<file path="config.mk">
export PLATFORM = sky130hd
export DESIGN_NAME = baud_rate_generator
export DESIGN_NICKNAME = d
export VERILOG_FILES = /design/src/hdl/baud_pkg.sv /design/src/hdl/tick_divider.sv /design/src/hdl/baud_rate_generator.sv
export SDC_FILE = /design/constraint.sdc
export NUM_CORES = 1
export LEC_CHECK = 0
export BUFFER_PORTS_ARGS = -buffer_cell sky130_fd_sc_hd__buf_2
export CAP_MARGIN = 25
export CORE_ASPECT_RATIO = 0.7
export CORE_MARGIN = 2
export CORE_UTILIZATION = 30
export DETAILED_ROUTE_END_ITERATION = 8
export HOLD_SLACK_MARGIN = 0.02
export SYNTH_ARGS = -nofsm -noshare
export SYNTH_HDL_FRONTEND = slang
export SYNTH_SLANG_ARGS = --single-unit
</file>
<file path="constraint.sdc">
create_clock -name clock -period 2.96 [get_ports clock]
set_clock_uncertainty 0.1 [all_clocks]
set_input_delay 0.592 -clock clock [delete_from_list [all_inputs] [get_ports clock]]
set_output_delay 0.592 -clock clock [all_outputs]
set_load 0.02 [all_outputs]
</file>
<file path="src/hdl/baud_pkg.sv">
// Package: register map, field layout and timing counts of the baud rate generator
package baud_pkg;

    // ***********************************
    // Register offsets (byte addresses)
    // ***********************************
    localparam int          ADDR_W         = 8;
    localparam logic [7:0]  OFF_WIDE_CTRL  = 8'h00;
    localparam logic [7:0]  OFF_POWER      = 8'h04;
    localparam logic [7:0]  OFF_WIDE_COUNT = 8'h08;
    localparam logic [7:0]  OFF_RELOAD     = 8'h0C;
    localparam logic [7:0]  OFF_STATUS     = 8'h10;
    localparam logic [7:0]  OFF_MASK       = 8'h14;

    // ***********************************
    // Field positions
    // ***********************************
    localparam int          POWER_DBL      = 0;
    localparam int          STAT_OVF       = 0;
    localparam int          STAT_EXT       = 1;
    localparam int          CTRL_W         = 5;
    localparam int          STAT_W         = 2;

    // ***********************************
    // Reset values
    // ***********************************
    localparam logic [15:0] COUNT_RST      = 16'h0000;
    localparam logic [15:0] RELOAD_RST     = 16'h0000;
    localparam logic [15:0] COUNT_TOP      = 16'hFFFF;

    // ***********************************
    // Timing counts: STATE_DIV and MACHINE_DIV in oscillator clocks, divider counts in overflow pulses
    // ***********************************
    localparam int          STATE_DIV      = 2;
    localparam int          MACHINE_DIV    = 12;
    localparam int          NARROW_DIV     = 32;
    localparam int          NARROW_DIV_DBL = 16;
    localparam int          WIDE_DIV       = 16;
    localparam int          WIDE_SPAN      = 65536;

    // Bit order matches the control register, bit 4 first
    typedef struct packed {
        logic src_sel;
        logic ext_en;
        logic run;
        logic rx_sel;
        logic tx_sel;
    } ctrl_t;

    typedef struct packed {
        logic [ADDR_W-1:0] paddr;
        logic              pwrite;
        logic [31:0]       pwdata;
        logic              psel;
        logic              penable;
    } apb_req_t;

    typedef struct packed {
        logic rx;
        logic tx;
    } baud_ticks_t;

endpackage

</file>
<file path="src/hdl/tick_divider.sv">
// Module: free-running step divider emitting one-cycle ticks
module tick_divider
    import baud_pkg::*;
#(
    parameter int WIDTH = 5
) (
    input  wire logic             clock,
    input  wire logic             rst_b,
    input  wire logic             step,
    input  wire logic [WIDTH-1:0] last,
    output wire logic             tick
);

    if (WIDTH < 1) begin : g_bad_width
        $error("tick_divider WIDTH must be at least 1");
    end

    typedef struct packed {
        logic [WIDTH-1:0] cnt;
        logic             tick;
    } div_t;

    div_t div_reg;
    div_t div_next;

    // ***********************************
    // Counter
    // ***********************************
    always_comb begin
        div_next      = div_reg;
        div_next.tick = 1'b0;
        if (step) begin
            if (div_reg.cnt >= last) begin
                div_next.cnt  = '0;
                div_next.tick = 1'b1;
            end else begin
                div_next.cnt = div_reg.cnt + WIDTH'(1);
            end
        end
    end

    always_ff @(posedge clock or negedge rst_b) begin
        if (!rst_b) begin
            div_reg <= '0;
        end else begin
            div_reg <= div_next;
        end
    end

    assign tick = div_reg.tick;
endmodule

</file>
<file path="src/hdl/baud_rate_generator.sv">
// Module: serial port baud rate generator with APB registers
module baud_rate_generator
    import baud_pkg::*;
(
    input  wire logic        clock,
    input  wire logic        rst_b,
    input  wire apb_req_t    apb,
    output wire logic [31:0] prdata,
    output wire logic        pready,
    output wire logic        pslverr,
    input  wire logic        timer8_overflow,
    input  wire logic        ext_trigger_pin,
    input  wire logic        wide_count_pin,
    output wire baud_ticks_t ticks,
    output wire logic        irq
);

    localparam logic [4:0] NARROW_LAST     = 5'(NARROW_DIV - 1);
    localparam logic [4:0] NARROW_LAST_DBL = 5'(NARROW_DIV_DBL - 1);
    localparam logic [4:0] WIDE_LAST       = 5'(WIDE_DIV - 1);
    localparam logic [3:0] MACHINE_LAST    = 4'(MACHINE_DIV - 1);

    typedef struct packed {
        logic [3:0]        mcnt;
        logic              phase;
        ctrl_t             ctrl;
        logic              rate_double_bit;
        logic [15:0]       count;
        logic [15:0]       reload;
        logic [STAT_W-1:0] status;
        logic [STAT_W-1:0] mask;
        logic [31:0]       rdata;
        logic              err;
        logic              ext_prev;
        logic              pin_prev;
        logic              wide_ovf;
    } gen_t;

    gen_t st_reg;
    gen_t st_next;

    function automatic logic hit(input logic [ADDR_W-1:0] a, input logic [ADDR_W-1:0] off);
        hit = (a == off);
    endfunction

    // ***********************************
    // Bus decode
    // ***********************************
    logic setup;
    logic wr;
    logic mapped;
    logic baud_mode;
    logic state_tick;
    logic machine_tick;
    logic pin_fall;
    logic ext_fall;
    logic inc;
    logic ovf_now;
    logic narrow_tick;
    logic wide_tick;

    assign setup  = apb.psel && !apb.penable;
    assign wr     = apb.psel && apb.penable && apb.pwrite;
    assign mapped = hit(apb.paddr, OFF_WIDE_CTRL) || hit(apb.paddr, OFF_POWER)
                 || hit(apb.paddr, OFF_WIDE_COUNT) || hit(apb.paddr, OFF_RELOAD)
                 || hit(apb.paddr, OFF_STATUS) || hit(apb.paddr, OFF_MASK);

    // ***********************************
    // Wide timer stepping
    // ***********************************
    // select bits enter baud mode
    assign baud_mode    = st_reg.ctrl.tx_sel || st_reg.ctrl.rx_sel;
    assign state_tick   = st_reg.phase;
    assign machine_tick = (st_reg.mcnt == MACHINE_LAST);
    assign pin_fall     = st_reg.pin_prev && !wide_count_pin;
    assign ext_fall     = st_reg.ext_prev && !ext_trigger_pin;
    // state time steps in baud mode unless src_sel picks pin falls
    assign inc          = st_reg.ctrl.run
                       && (st_reg.ctrl.src_sel ? pin_fall : (baud_mode ? state_tick : machine_tick));
    assign ovf_now      = inc && (st_reg.count == COUNT_TOP);

    always_comb begin
        st_next          = st_reg;
        st_next.phase    = !st_reg.phase;
        st_next.mcnt     = machine_tick ? 4'h0 : st_reg.mcnt + 4'h1;
        st_next.ext_prev = ext_trigger_pin;
        st_next.pin_prev = wide_count_pin;
        st_next.wide_ovf = ovf_now && baud_mode;
        st_next.err      = 1'b0;

        if (inc) begin
            if (ovf_now) begin
                st_next.count = st_reg.reload;
            end else begin
                st_next.count = st_reg.count + 16'h0001;
            end
        end
        // Outside baud mode the trigger edge still reloads, as in auto-reload use
        if (ext_fall && st_reg.ctrl.ext_en && !baud_mode) begin
            st_next.count = st_reg.reload;
        end

        // Software writes; a count write racing a step wins, hence stop the timer first
        if (wr) begin
            if (hit(apb.paddr, OFF_WIDE_CTRL)) begin
                st_next.ctrl = ctrl_t'(apb.pwdata[CTRL_W-1:0]);
            end
            if (hit(apb.paddr, OFF_POWER)) begin
                st_next.rate_double_bit = apb.pwdata[POWER_DBL];
            end
            if (hit(apb.paddr, OFF_WIDE_COUNT)) begin
                st_next.count = apb.pwdata[15:0];
            end
            if (hit(apb.paddr, OFF_RELOAD)) begin
                st_next.reload = apb.pwdata[15:0];
            end
            if (hit(apb.paddr, OFF_STATUS)) begin
                st_next.status = st_reg.status & ~apb.pwdata[STAT_W-1:0];
            end
            if (hit(apb.paddr, OFF_MASK)) begin
                st_next.mask = apb.pwdata[STAT_W-1:0];
            end
        end

        // Hardware set wins over a clearing write in the same cycle
        // baud rollover leaves flag alone
        if (ovf_now && !baud_mode) begin
            st_next.status[STAT_OVF] = 1'b1;
        end
        if (ext_fall && st_reg.ctrl.ext_en) begin
            st_next.status[STAT_EXT] = 1'b1;
        end

        // Read data captured in setup, so access phase needs no wait
        if (setup) begin
            st_next.rdata = 32'h0000_0000;
            st_next.err   = !mapped;
            unique case (1'b1)
                hit(apb.paddr, OFF_WIDE_CTRL):  st_next.rdata[CTRL_W-1:0] = st_reg.ctrl;
                hit(apb.paddr, OFF_POWER):      st_next.rdata[POWER_DBL]  = st_reg.rate_double_bit;
                hit(apb.paddr, OFF_WIDE_COUNT): st_next.rdata[15:0]       = st_reg.count;
                hit(apb.paddr, OFF_RELOAD):     st_next.rdata[15:0]       = st_reg.reload;
                hit(apb.paddr, OFF_STATUS):     st_next.rdata[STAT_W-1:0] = st_reg.status;
                hit(apb.paddr, OFF_MASK):       st_next.rdata[STAT_W-1:0] = st_reg.mask;
                default:                        st_next.rdata             = 32'h0000_0000;
            endcase
        end else if (!apb.psel) begin
            st_next.err = 1'b0;
        end else begin
            st_next.err = st_reg.err;
        end
    end

    always_ff @(posedge clock or negedge rst_b) begin
        if (!rst_b) begin
            st_reg        <= '0;
            st_reg.count  <= COUNT_RST;
            st_reg.reload <= RELOAD_RST;
        end else begin
            st_reg <= st_next;
        end
    end

    assign prdata  = st_reg.rdata;
    assign pready  = apb.psel && apb.penable;
    assign pslverr = apb.psel && apb.penable && st_reg.err;
    assign irq     = |(st_reg.status & st_reg.mask);

    // ***********************************
    // Bit-rate dividers
    // ***********************************
    // narrow path by 32 or 16
    tick_divider #(
        .WIDTH (5)
    ) u_narrow_div (
        .clock (clock),
        .rst_b (rst_b),
        .step  (timer8_overflow),
        .last  (st_reg.rate_double_bit ? NARROW_LAST_DBL : NARROW_LAST),
        .tick  (narrow_tick)
    );

    tick_divider #(
        .WIDTH (5)
    ) u_wide_div (
        .clock (clock),
        .rst_b (rst_b),
        .step  (st_reg.wide_ovf),
        .last  (WIDE_LAST),
        .tick  (wide_tick)
    );

    logic [1:0] dir_sel;
    logic [1:0] dir_tick;
    assign dir_sel = {st_reg.ctrl.rx_sel, st_reg.ctrl.tx_sel};

    for (genvar i = 0; i < 2; i++) begin : g_dir
        assign dir_tick[i] = dir_sel[i] ? wide_tick : narrow_tick;
    end
    assign ticks = baud_ticks_t'(dir_tick);

    // ***********************************
    // Checks
    // ***********************************
    logic [17:0] gap;
    logic        clean;
    logic        base_steady;

    assign base_steady = baud_mode && st_reg.ctrl.run && !st_reg.ctrl.src_sel && !wr;

    always_ff @(posedge clock or negedge rst_b) begin
        if (!rst_b) begin
            gap   <= 18'h00000;
            clean <= 1'b0;
        end else if (st_reg.wide_ovf) begin
            gap   <= 18'h00000;
            clean <= base_steady;
        end else begin
            gap   <= gap + 18'h00001;
            clean <= clean && base_steady;
        end
    end
endmodule

</file>
==> flow_metrics.env, run 1 <==
export IMPL_clock_sinks=79
export IMPL_average_routed_wire_per_standard_cell_um=15.6
export IMPL_layout_nets=540
export IMPL_synth_enable_flop_cells=0
export IMPL_final_setup_violations=0
export IMPL_critPathMaxFanout=6
export IMPL_synthXorXnorAreaFrac_pct=1.20
export IMPL_floorplan_core_area_mm2=0.0141
export IMPL_synth_seq_area_share_pct=45.2
export IMPL_antenna_found_initial=6
export IMPL_design_die_area_mm2=0.0156
export IMPL_finalWorstPathRequiredPeriod_ns=2.52
export IMPL_critical_path_arrival_ns=2.62
export IMPL_die_w_um=148
export IMPL_vias=3437
export IMPL_synth_top_area_share_pct=45.2
export IMPL_p_clk_share_pct=45.5
export IMPL_r2r_start="st_reg[56]$_DFF_PN0_"
export IMPL_drv_cap=0
export IMPL_critical_path_required_ns=3.06
export IMPL_final_cell_area_mm2=0.00505
export IMPL_detailed_place_hpwl_um=7910
export IMPL_yosys_cell_count_top_type="sky130_fd_sc_hd__dfrtp_1"
export IMPL_achievable_frequency_mhz=396
export IMPL_power_per_cell_area_mw_per_mm2=521
export IMPL_setup_tns_final_ns=0
export IMPL_via_per_inst=5.03
export IMPL_synthesis_yosys_warnings=0
export IMPL_grt_start_max_net_pins=80
export IMPL_floorplan_die_height_um=105
export IMPL_proportion_of_register_bits_with_asynchronous_set_or_reset_after_synthesis_pct=100
export IMPL_power_combinational_fraction_pct=9.1
export IMPL_critical_path_max_stage_delay_ns=0.50
export IMPL_areaGrowthSynthToFinish_pct=15.4
export IMPL_post_synth_most_frequent_cells="sky130_fd_sc_hd__dfrtp_1 (79), sky130_fd_sc_hd__nand2_1 (45), sky130_fd_sc_hd__buf_4 (34)"
export IMPL_timing_critical_path_cells="ha_1, nand3_2, or2_4, or3_1, a21o_1, a222oi_1, a21oi_1"
export IMPL_htree_levels=3
export IMPL_period_share_pct=85.2
export IMPL_drt_pass1_iter_count=4
export IMPL_critical_path_class="register to register"
export IMPL_drtAntennaViolNets=0
export IMPL_post_route_cells_drive_above_1_share_pct=25.5
export IMPL_timing_critical_path_buf_inv=0
export IMPL_switching_share_pct=23.5
export IMPL_synth_top_family_by_area="simple AND/OR/NAND/NOR gates"
export IMPL_internal_power_w=0.00201
export IMPL_ys_ff_latch=79
export IMPL_largest_reg_flops=48
export IMPL_endpoint_kind="register"
export IMPL_hold_path_class="input pin to register"
export IMPL_pwr_share_seq_pct=45.3
export IMPL_average_cell_area_after_synthesis_um2=9.79
export IMPL_post_dp_cell_area_mm2=0.00468
export IMPL_timing_max_slew_rel_slack_pct=54.1
export IMPL_cellLeakagePower_nw=2.31
export IMPL_drc_errors=0
export IMPL_yosys_area_top_type="sky130_fd_sc_hd__dfrtp_1"
export IMPL_placement_rows=36
export IMPL_syn_cell_area_mm2=0.00438
export IMPL_clock_insertion_delay_worst_skew_ns=0.33
export IMPL_initial_utilization_pct=31.0
export IMPL_synth_adder_area_share_pct=1.72
export IMPL_timing_max_transition_violations_final=0
export IMPL_drt_iter0_markers=286
export IMPL_grt_pass1_wl_um=17300
export IMPL_cp_slowest_cell="sky130_fd_sc_hd__or3_1"
export IMPL_grt_overflow_total=0
export IMPL_yosys_top_cells_area="sky130_fd_sc_hd__dfrtp_1 (45%), sky130_fd_sc_hd__mux2_2 (7.7%), sky130_fd_sc_hd__buf_4 (5.8%)"
export IMPL_io_pins=85
export IMPL_port_buffers=52
export IMPL_gpl_final_weighted_congestion=0.876
export IMPL_first_global_vias=3234
export IMPL_status="finished, final reports clean"
export IMPL_netlist_cell_type_count=61
export IMPL_switchingPower_w=0.000617
export IMPL_yosys_most_used_dff="sky130_fd_sc_hd__dfrtp_1"
export IMPL_critical_path_top_delay_family="simple AND/OR/NAND/NOR gates"
export IMPL_n_fill_cell=1415
export IMPL_hold_viol_final=0
export IMPL_ctsResizeCount=0
export IMPL_post_synth_and_or_nand_nor_area_fraction_pct=17.0
export IMPL_grt_total_usage_pct=14.2
export IMPL_cts_buffers=9
export IMPL_clk_root_buffer_cell="sky130_fd_sc_hd__clkbuf_16"
export IMPL_startpoint_type="register"
export IMPL_cp_startpoint="st_reg[56]$_DFF_PN0_"
export IMPL_worstMarginPinSlew_ns=0.682
export IMPL_netlist_instances=447
export IMPL_post_synth_mux_area_share_pct=10.1
export IMPL_cts_max_path_buffers=2
export IMPL_clock_tree_from_tritoncts="yes"
export IMPL_clock_slew_at_reported_path_ffs_ns=0.06
export IMPL_rsz_0062_raised_after_global_routing="no"
export IMPL_holdCritStartpoint="wide_count_pin"
export IMPL_drt_wl_total_um=10600
export IMPL_vdd_ir_drop_max_mv=0.269
export IMPL_synth_compound_area_share_pct=16.0
==> routing by layer <==
| metal | track usage (%) | part of all wire [%] | vias to the layer above | routed length (µm) |
|---|---|---|---|---|
| li1 | - | - | 1648 | - |
| met1 | 20.6 | 47 | 1653 | 4970 |
| met2 | 19.9 | 43 | 110 | 4580 |
| met3 | 4.50 | 8.7 | 18 | 922 |
| met4 | 4.15 | 1.1 | 8 | 115 |
| met5 | 0 | 0.45 | - | 48 |
==> per-stage QoR <==
step | power (W) | std cells | hold slack, ns | setup slack, ns | utilization [%]
global route | 0.00275 | 682 | 0.291 | 0.309 | 35.8
CTS | 0.00265 | 679 | 0.297 | 0.450 | 35.5
global placement | 0.00144 | 663 | 0.299 | 0.452 | 33.2
detailed placement | 0.00145 | 663 | 0.299 | 0.423 | 33.2
finish | 0.00263 | 683 | 0.305 | 0.438 | 35.8
floorplan | 0.00137 | 462 | 0.196 | 0.698 | -
==> power by group through the flow <==
stage | Combinational (W) | Clock [W] | Sequential [W]
2_1_floorplan | 0.000175 | 0 | 0.00120
3_3_place_gp | 0.000230 | 0 | 0.00121
3_5_place_dp | 0.000236 | 0 | 0.00121
4_1_cts | 0.000238 | 0.00122 | 0.00119
5_1_grt | 0.000276 | 0.00127 | 0.00120
6_report | 0.000240 | 0.00120 | 0.00119
==> worst paths after layout <==
kind                                                       endpoint  slack [ns]  cells past startpoint
worst max register to register                 st_reg[56]$_DFF_PN0_        0.44                      7
worst min register to register                 state_tick$_DFF_PN0_        0.31                      1
min in group asynchronous       u_narrow_div.div_reg[2]$_DFFE_PN0P_        0.57                      2
worst min-delay path                            st_reg[1]$_DFF_PN0_        0.30                      1
max in group asynchronous                    prdata[13]$_DFFE_PN0P_        1.59                      3
worst max-delay path                           st_reg[56]$_DFF_PN0_        0.44                      7
==> logic make-up after synthesis <==
logic type      after synthesis
compound gates              106
xor+xnor                      6
fa+ha+maj                     6
buf+inv                      62
flops                        79
mux                          39
other cells                   1
simple gates                148
==> layout make-up <==
cell class / instances / area, µm² / area share (%)
multi-input combinational: 321 / 2080 / 41.2
sequential: 79 / 1980 / 39.2
timing repair buffer: 66 / 390 / 7.73
clock buffer: 13 / 260 / 5.16
tap: 190 / 238 / 4.71
clock inverter: 3 / 65.1 / 1.29
inverter: 9 / 33.8 / 0.669
antenna: 2 / 5.00 / 0.0992
==> cells in the final DEF (no fill, tap or decap), drive strengths merged, types with 2 or more instances in the layout <==
cell and count:
nor2b 4, nor3 13, dfrtp 79, and3 11, mux2 30, o211ai 2
inv 9, o21ai 27, bufinv 2, nand2b 4, xnor2 5, a211oi 2
nor3b 3, a31o 2, conb 16, buf 65, or3 2, nand2 45
a21o 3, a41oi 2, o22ai 7, clkbuf 13, ha 6, mux2i 8
o31ai 7, and2 4, diode 2, nand3 17, nor2 33, a31oi 3
a22oi 16, a21oi 19, or2 3, nor4 3, a22o 4, nand4 5
a41o 2, a2bb2oi 2
==> worst register-to-register path, delay by kind of cell (launching register included) <==
| kind | cells | cell delay (ns) |
|---|---|---|
| adder cells (fa/ha/maj) | 1 | 0.28 |
| AND/OR/NAND/NOR | 3 | 0.92 |
| AO/OA/AOI/OAI | 3 | 0.64 |
| flip-flops | 1 | 0.45 |
==> repair_timing <==
item                      4_1_cts  5_1_grt
hold endpoints to repair        0        1
hold buffers                    0        1
setup buffers                   0        0
Note: power is estimated with default switching activity, not from simulation.
==> inputs of run 2 (changes only) <==
SYNTH_HIERARCHICAL = 1   (was unset)
==> flow_metrics.env, run 2 <==
export IMPL_post_route_cells_drive_above_1_share_pct=23.8
export IMPL_synth_compound_area_share_pct=18.7
export IMPL_setup_slack_ns=0.232
export IMPL_synth_seq_area_share_pct=42.8
export IMPL_n_fill_cell=1495
export IMPL_cts_hold_fix_buffers=0
export IMPL_final_setup_violations=0
export IMPL_synth_enable_flop_cells=0
export IMPL_cp_startpoint="st_reg[79]$_DFF_PN0_"
export IMPL_cellLeakagePower_nw=2.45
export IMPL_drtAntennaViolNets=0
export IMPL_yosys_most_used_dff="sky130_fd_sc_hd__dfrtp_1"
export IMPL_average_cell_area_after_synthesis_um2=9.64
export IMPL_grt_pass1_wl_um=19200
export IMPL_cts_max_path_buffers=2
export IMPL_postCtsSetupBuffers=0
export IMPL_hold_path_class="input pin to async pin"
export IMPL_layout_common_cells="sky130_fd_sc_hd__dfrtp_1 (79), sky130_fd_sc_hd__buf_2 (51), sky130_fd_sc_hd__nor2_1 (47)"
export IMPL_yosys_area_top_type="sky130_fd_sc_hd__dfrtp_1"
export IMPL_post_dp_cell_area_mm2=0.00498
export IMPL_worst_hold_slack_ns=0.157
export IMPL_grt_total_usage_pct=14.7
export IMPL_clock_tree_from_tritoncts="yes"
export IMPL_drt_pass1_iter_count=4
export IMPL_diode_insertion_count_for_antenna_repair=0
export IMPL_drt_iter0_markers=274
export IMPL_synthXorXnorAreaFrac_pct=0.759
export IMPL_critical_path_class="register to register"
export IMPL_achievable_frequency_mhz=367
export IMPL_yosys_top_cells_area="sky130_fd_sc_hd__dfrtp_1 (43%), sky130_fd_sc_hd__mux2_2 (6.8%), sky130_fd_sc_hd__buf_4 (5.4%)"
export IMPL_timing_critical_path_cells="ha_1, and3b_1, a211oi_2, or2_2, o21ai_2, and2_1, a221o_1"
export IMPL_clock_slew_at_reported_path_ffs_ns=0.06
export IMPL_post_synth_most_frequent_cells="sky130_fd_sc_hd__dfrtp_1 (79), sky130_fd_sc_hd__nor2_1 (47), sky130_fd_sc_hd__buf_4 (33)"
export IMPL_final_cell_area_mm2=0.00529
export IMPL_netlist_cell_type_count=63
export IMPL_gpl_final_weighted_congestion=0.880
export IMPL_clk_root_buffer_cell="sky130_fd_sc_hd__clkbuf_16"
export IMPL_hold_viol_final=0
export IMPL_vdd_ir_drop_max_mv=0.208
export IMPL_io_pins=85
export IMPL_largest_reg_flops=48
export IMPL_status="finished, final reports clean"
export IMPL_cts_buffers=9
export IMPL_critical_path_max_stage_delay_ns=0.52
export IMPL_grt_overflow_total=0
export IMPL_r2r_start="st_reg[79]$_DFF_PN0_"
export IMPL_average_routed_wire_per_standard_cell_um=16.0
export IMPL_cp_slowest_cell="sky130_fd_sc_hd__a211oi_2"
export IMPL_layout_commonest_cell="sky130_fd_sc_hd__dfrtp_1"
export IMPL_placement_setup_worst_slack_ns=0.231
export IMPL_synth_adder_area_share_pct=3.79
export IMPL_antenna_found_initial=2
export IMPL_setup_tns_final_ns=0
export IMPL_initial_utilization_pct=31.1
export IMPL_grt_start_max_net_pins=46
export IMPL_timing_max_slew_rel_slack_pct=58.7
export IMPL_post_synth_and_or_nand_nor_area_fraction_pct=17.6
export IMPL_rsz_0062_raised_after_global_routing="no"
export IMPL_proportion_of_register_bits_with_asynchronous_set_or_reset_after_synthesis_pct=100
export IMPL_ctsResizeCount=0
export IMPL_synthesis_yosys_warnings=6
export IMPL_power_per_cell_area_mw_per_mm2=541
export IMPL_via_per_inst=5.19
export IMPL_drt_wl_total_um=11600
export IMPL_post_synth_mux_area_share_pct=6.83
export IMPL_htree_levels=3
export IMPL_timing_max_transition_violations_final=0
export IMPL_detailed_place_hpwl_um=8700
export IMPL_synth_top_area_share_pct=42.8
export IMPL_floorplan_core_area_mm2=0.0149
export IMPL_finalWorstPathRequiredPeriod_ns=2.73
export IMPL_synth_top_family_by_area="compound AO/OA/AOI/OAI gates"
export IMPL_die_w_um=152
export IMPL_syn_cell_area_mm2=0.00462
export IMPL_design_die_area_mm2=0.0164
export IMPL_worstMarginPinSlew_ns=0.618
export IMPL_critPathMaxFanout=13
export IMPL_critical_path_required_ns=3.08
export IMPL_placement_rows=37
export IMPL_first_global_vias=3597
export IMPL_drc_errors=0
export IMPL_ys_ff_latch=79
export IMPL_period_share_pct=92.2
export IMPL_clock_sinks=79
export IMPL_yosys_cell_count_top_type="sky130_fd_sc_hd__dfrtp_1"
export IMPL_endpoint_kind="register"
export IMPL_clock_insertion_delay_worst_skew_ns=0.34
export IMPL_startpoint_type="register"
export IMPL_critical_path_arrival_ns=2.85
export IMPL_areaGrowthSynthToFinish_pct=14.6
export IMPL_port_buffers=52
export IMPL_netlist_instances=479
export IMPL_drv_cap=0
export IMPL_vias=3765
export IMPL_floorplan_die_height_um=108
export IMPL_layout_nets=587
==> run 2: cell count changes after synthesis, sizes merged, moves of 6 or more <==
cell / delta
ha: +8
inv: +19
a22oi: -14
a221oi: +12
mux2i: -8
nand2: -13
nor2: +14
buf: -6
==> run 2: kinds of logic (layout without fill, tap and decap cells) <==
family,Yosys count,count (layout)
flops,79,79
fa+ha+maj,14,14
xor+xnor,4,4
mux,28,28
other cells,2,25
buf+inv,79,107
compound gates,115,115
simple gates,158,158
==> run 2: worst max-delay path, delay by kind of cell (launching register included) <==
kind	cells	cell delay [ns]
AO/OA/AOI/OAI	3	0.99
AND/OR/NAND/NOR	3	0.87
flip-flops	1	0.40
adder cells (fa/ha/maj)	1	0.24
==> run 2: worst paths after layout <==
path,end,slack [ns],depth (start not counted)
worst min-delay path,st_reg[50]$_DFFE_PN0P_,0.16,1
max in group asynchronous,st_reg[60]$_DFF_PN0_,2.00,2
worst max register to register,st_reg[58]$_DFF_PN0_,0.23,7
min in group clock,st_reg[1]$_DFF_PN0_,0.28,1
worst min register to register,state_tick$_DFF_PN0_,0.31,1
worst max-delay path,st_reg[58]$_DFF_PN0_,0.23,7
==> run 2: stage by stage <==
step / total power [W] / std cells / util, %
after floorplan: 0.00160 / 502 / -
after global placement: 0.00170 / 709 / 33.5
after detailed placement: 0.00171 / 709 / 33.5
after CTS: 0.00289 / 725 / 35.6
after global routing: 0.00300 / 725 / 35.6
final: 0.00286 / 725 / 35.6
==> run 2: report_power, final <==
group          leakage, nW  total, W  switching, W  internal (W)
registers             1.01   0.00123     0.0000708       0.00116
clock network        0.148   0.00117      0.000435      0.000735
logic                 1.29  0.000466      0.000271      0.000195
==> run 2: layout make-up <==
cell class	count	area, µm²	area share (%)
Multi-Input combinational cell	344	2300	43.4
Clock inverter	6	85.1	1.61
Tap cell	195	244	4.61
Clock buffer	10	229	4.33
Timing Repair Buffer	63	358	6.76
Inverter	28	105	1.99
Sequential cell	79	1980	37.3
==> run 2: routing by layer <==
layer	wire, µm	track usage (%)
met3	918	4.23
met5	11	0
met1	5690	21.3
met2	4850	21.4
met4	140	4.14
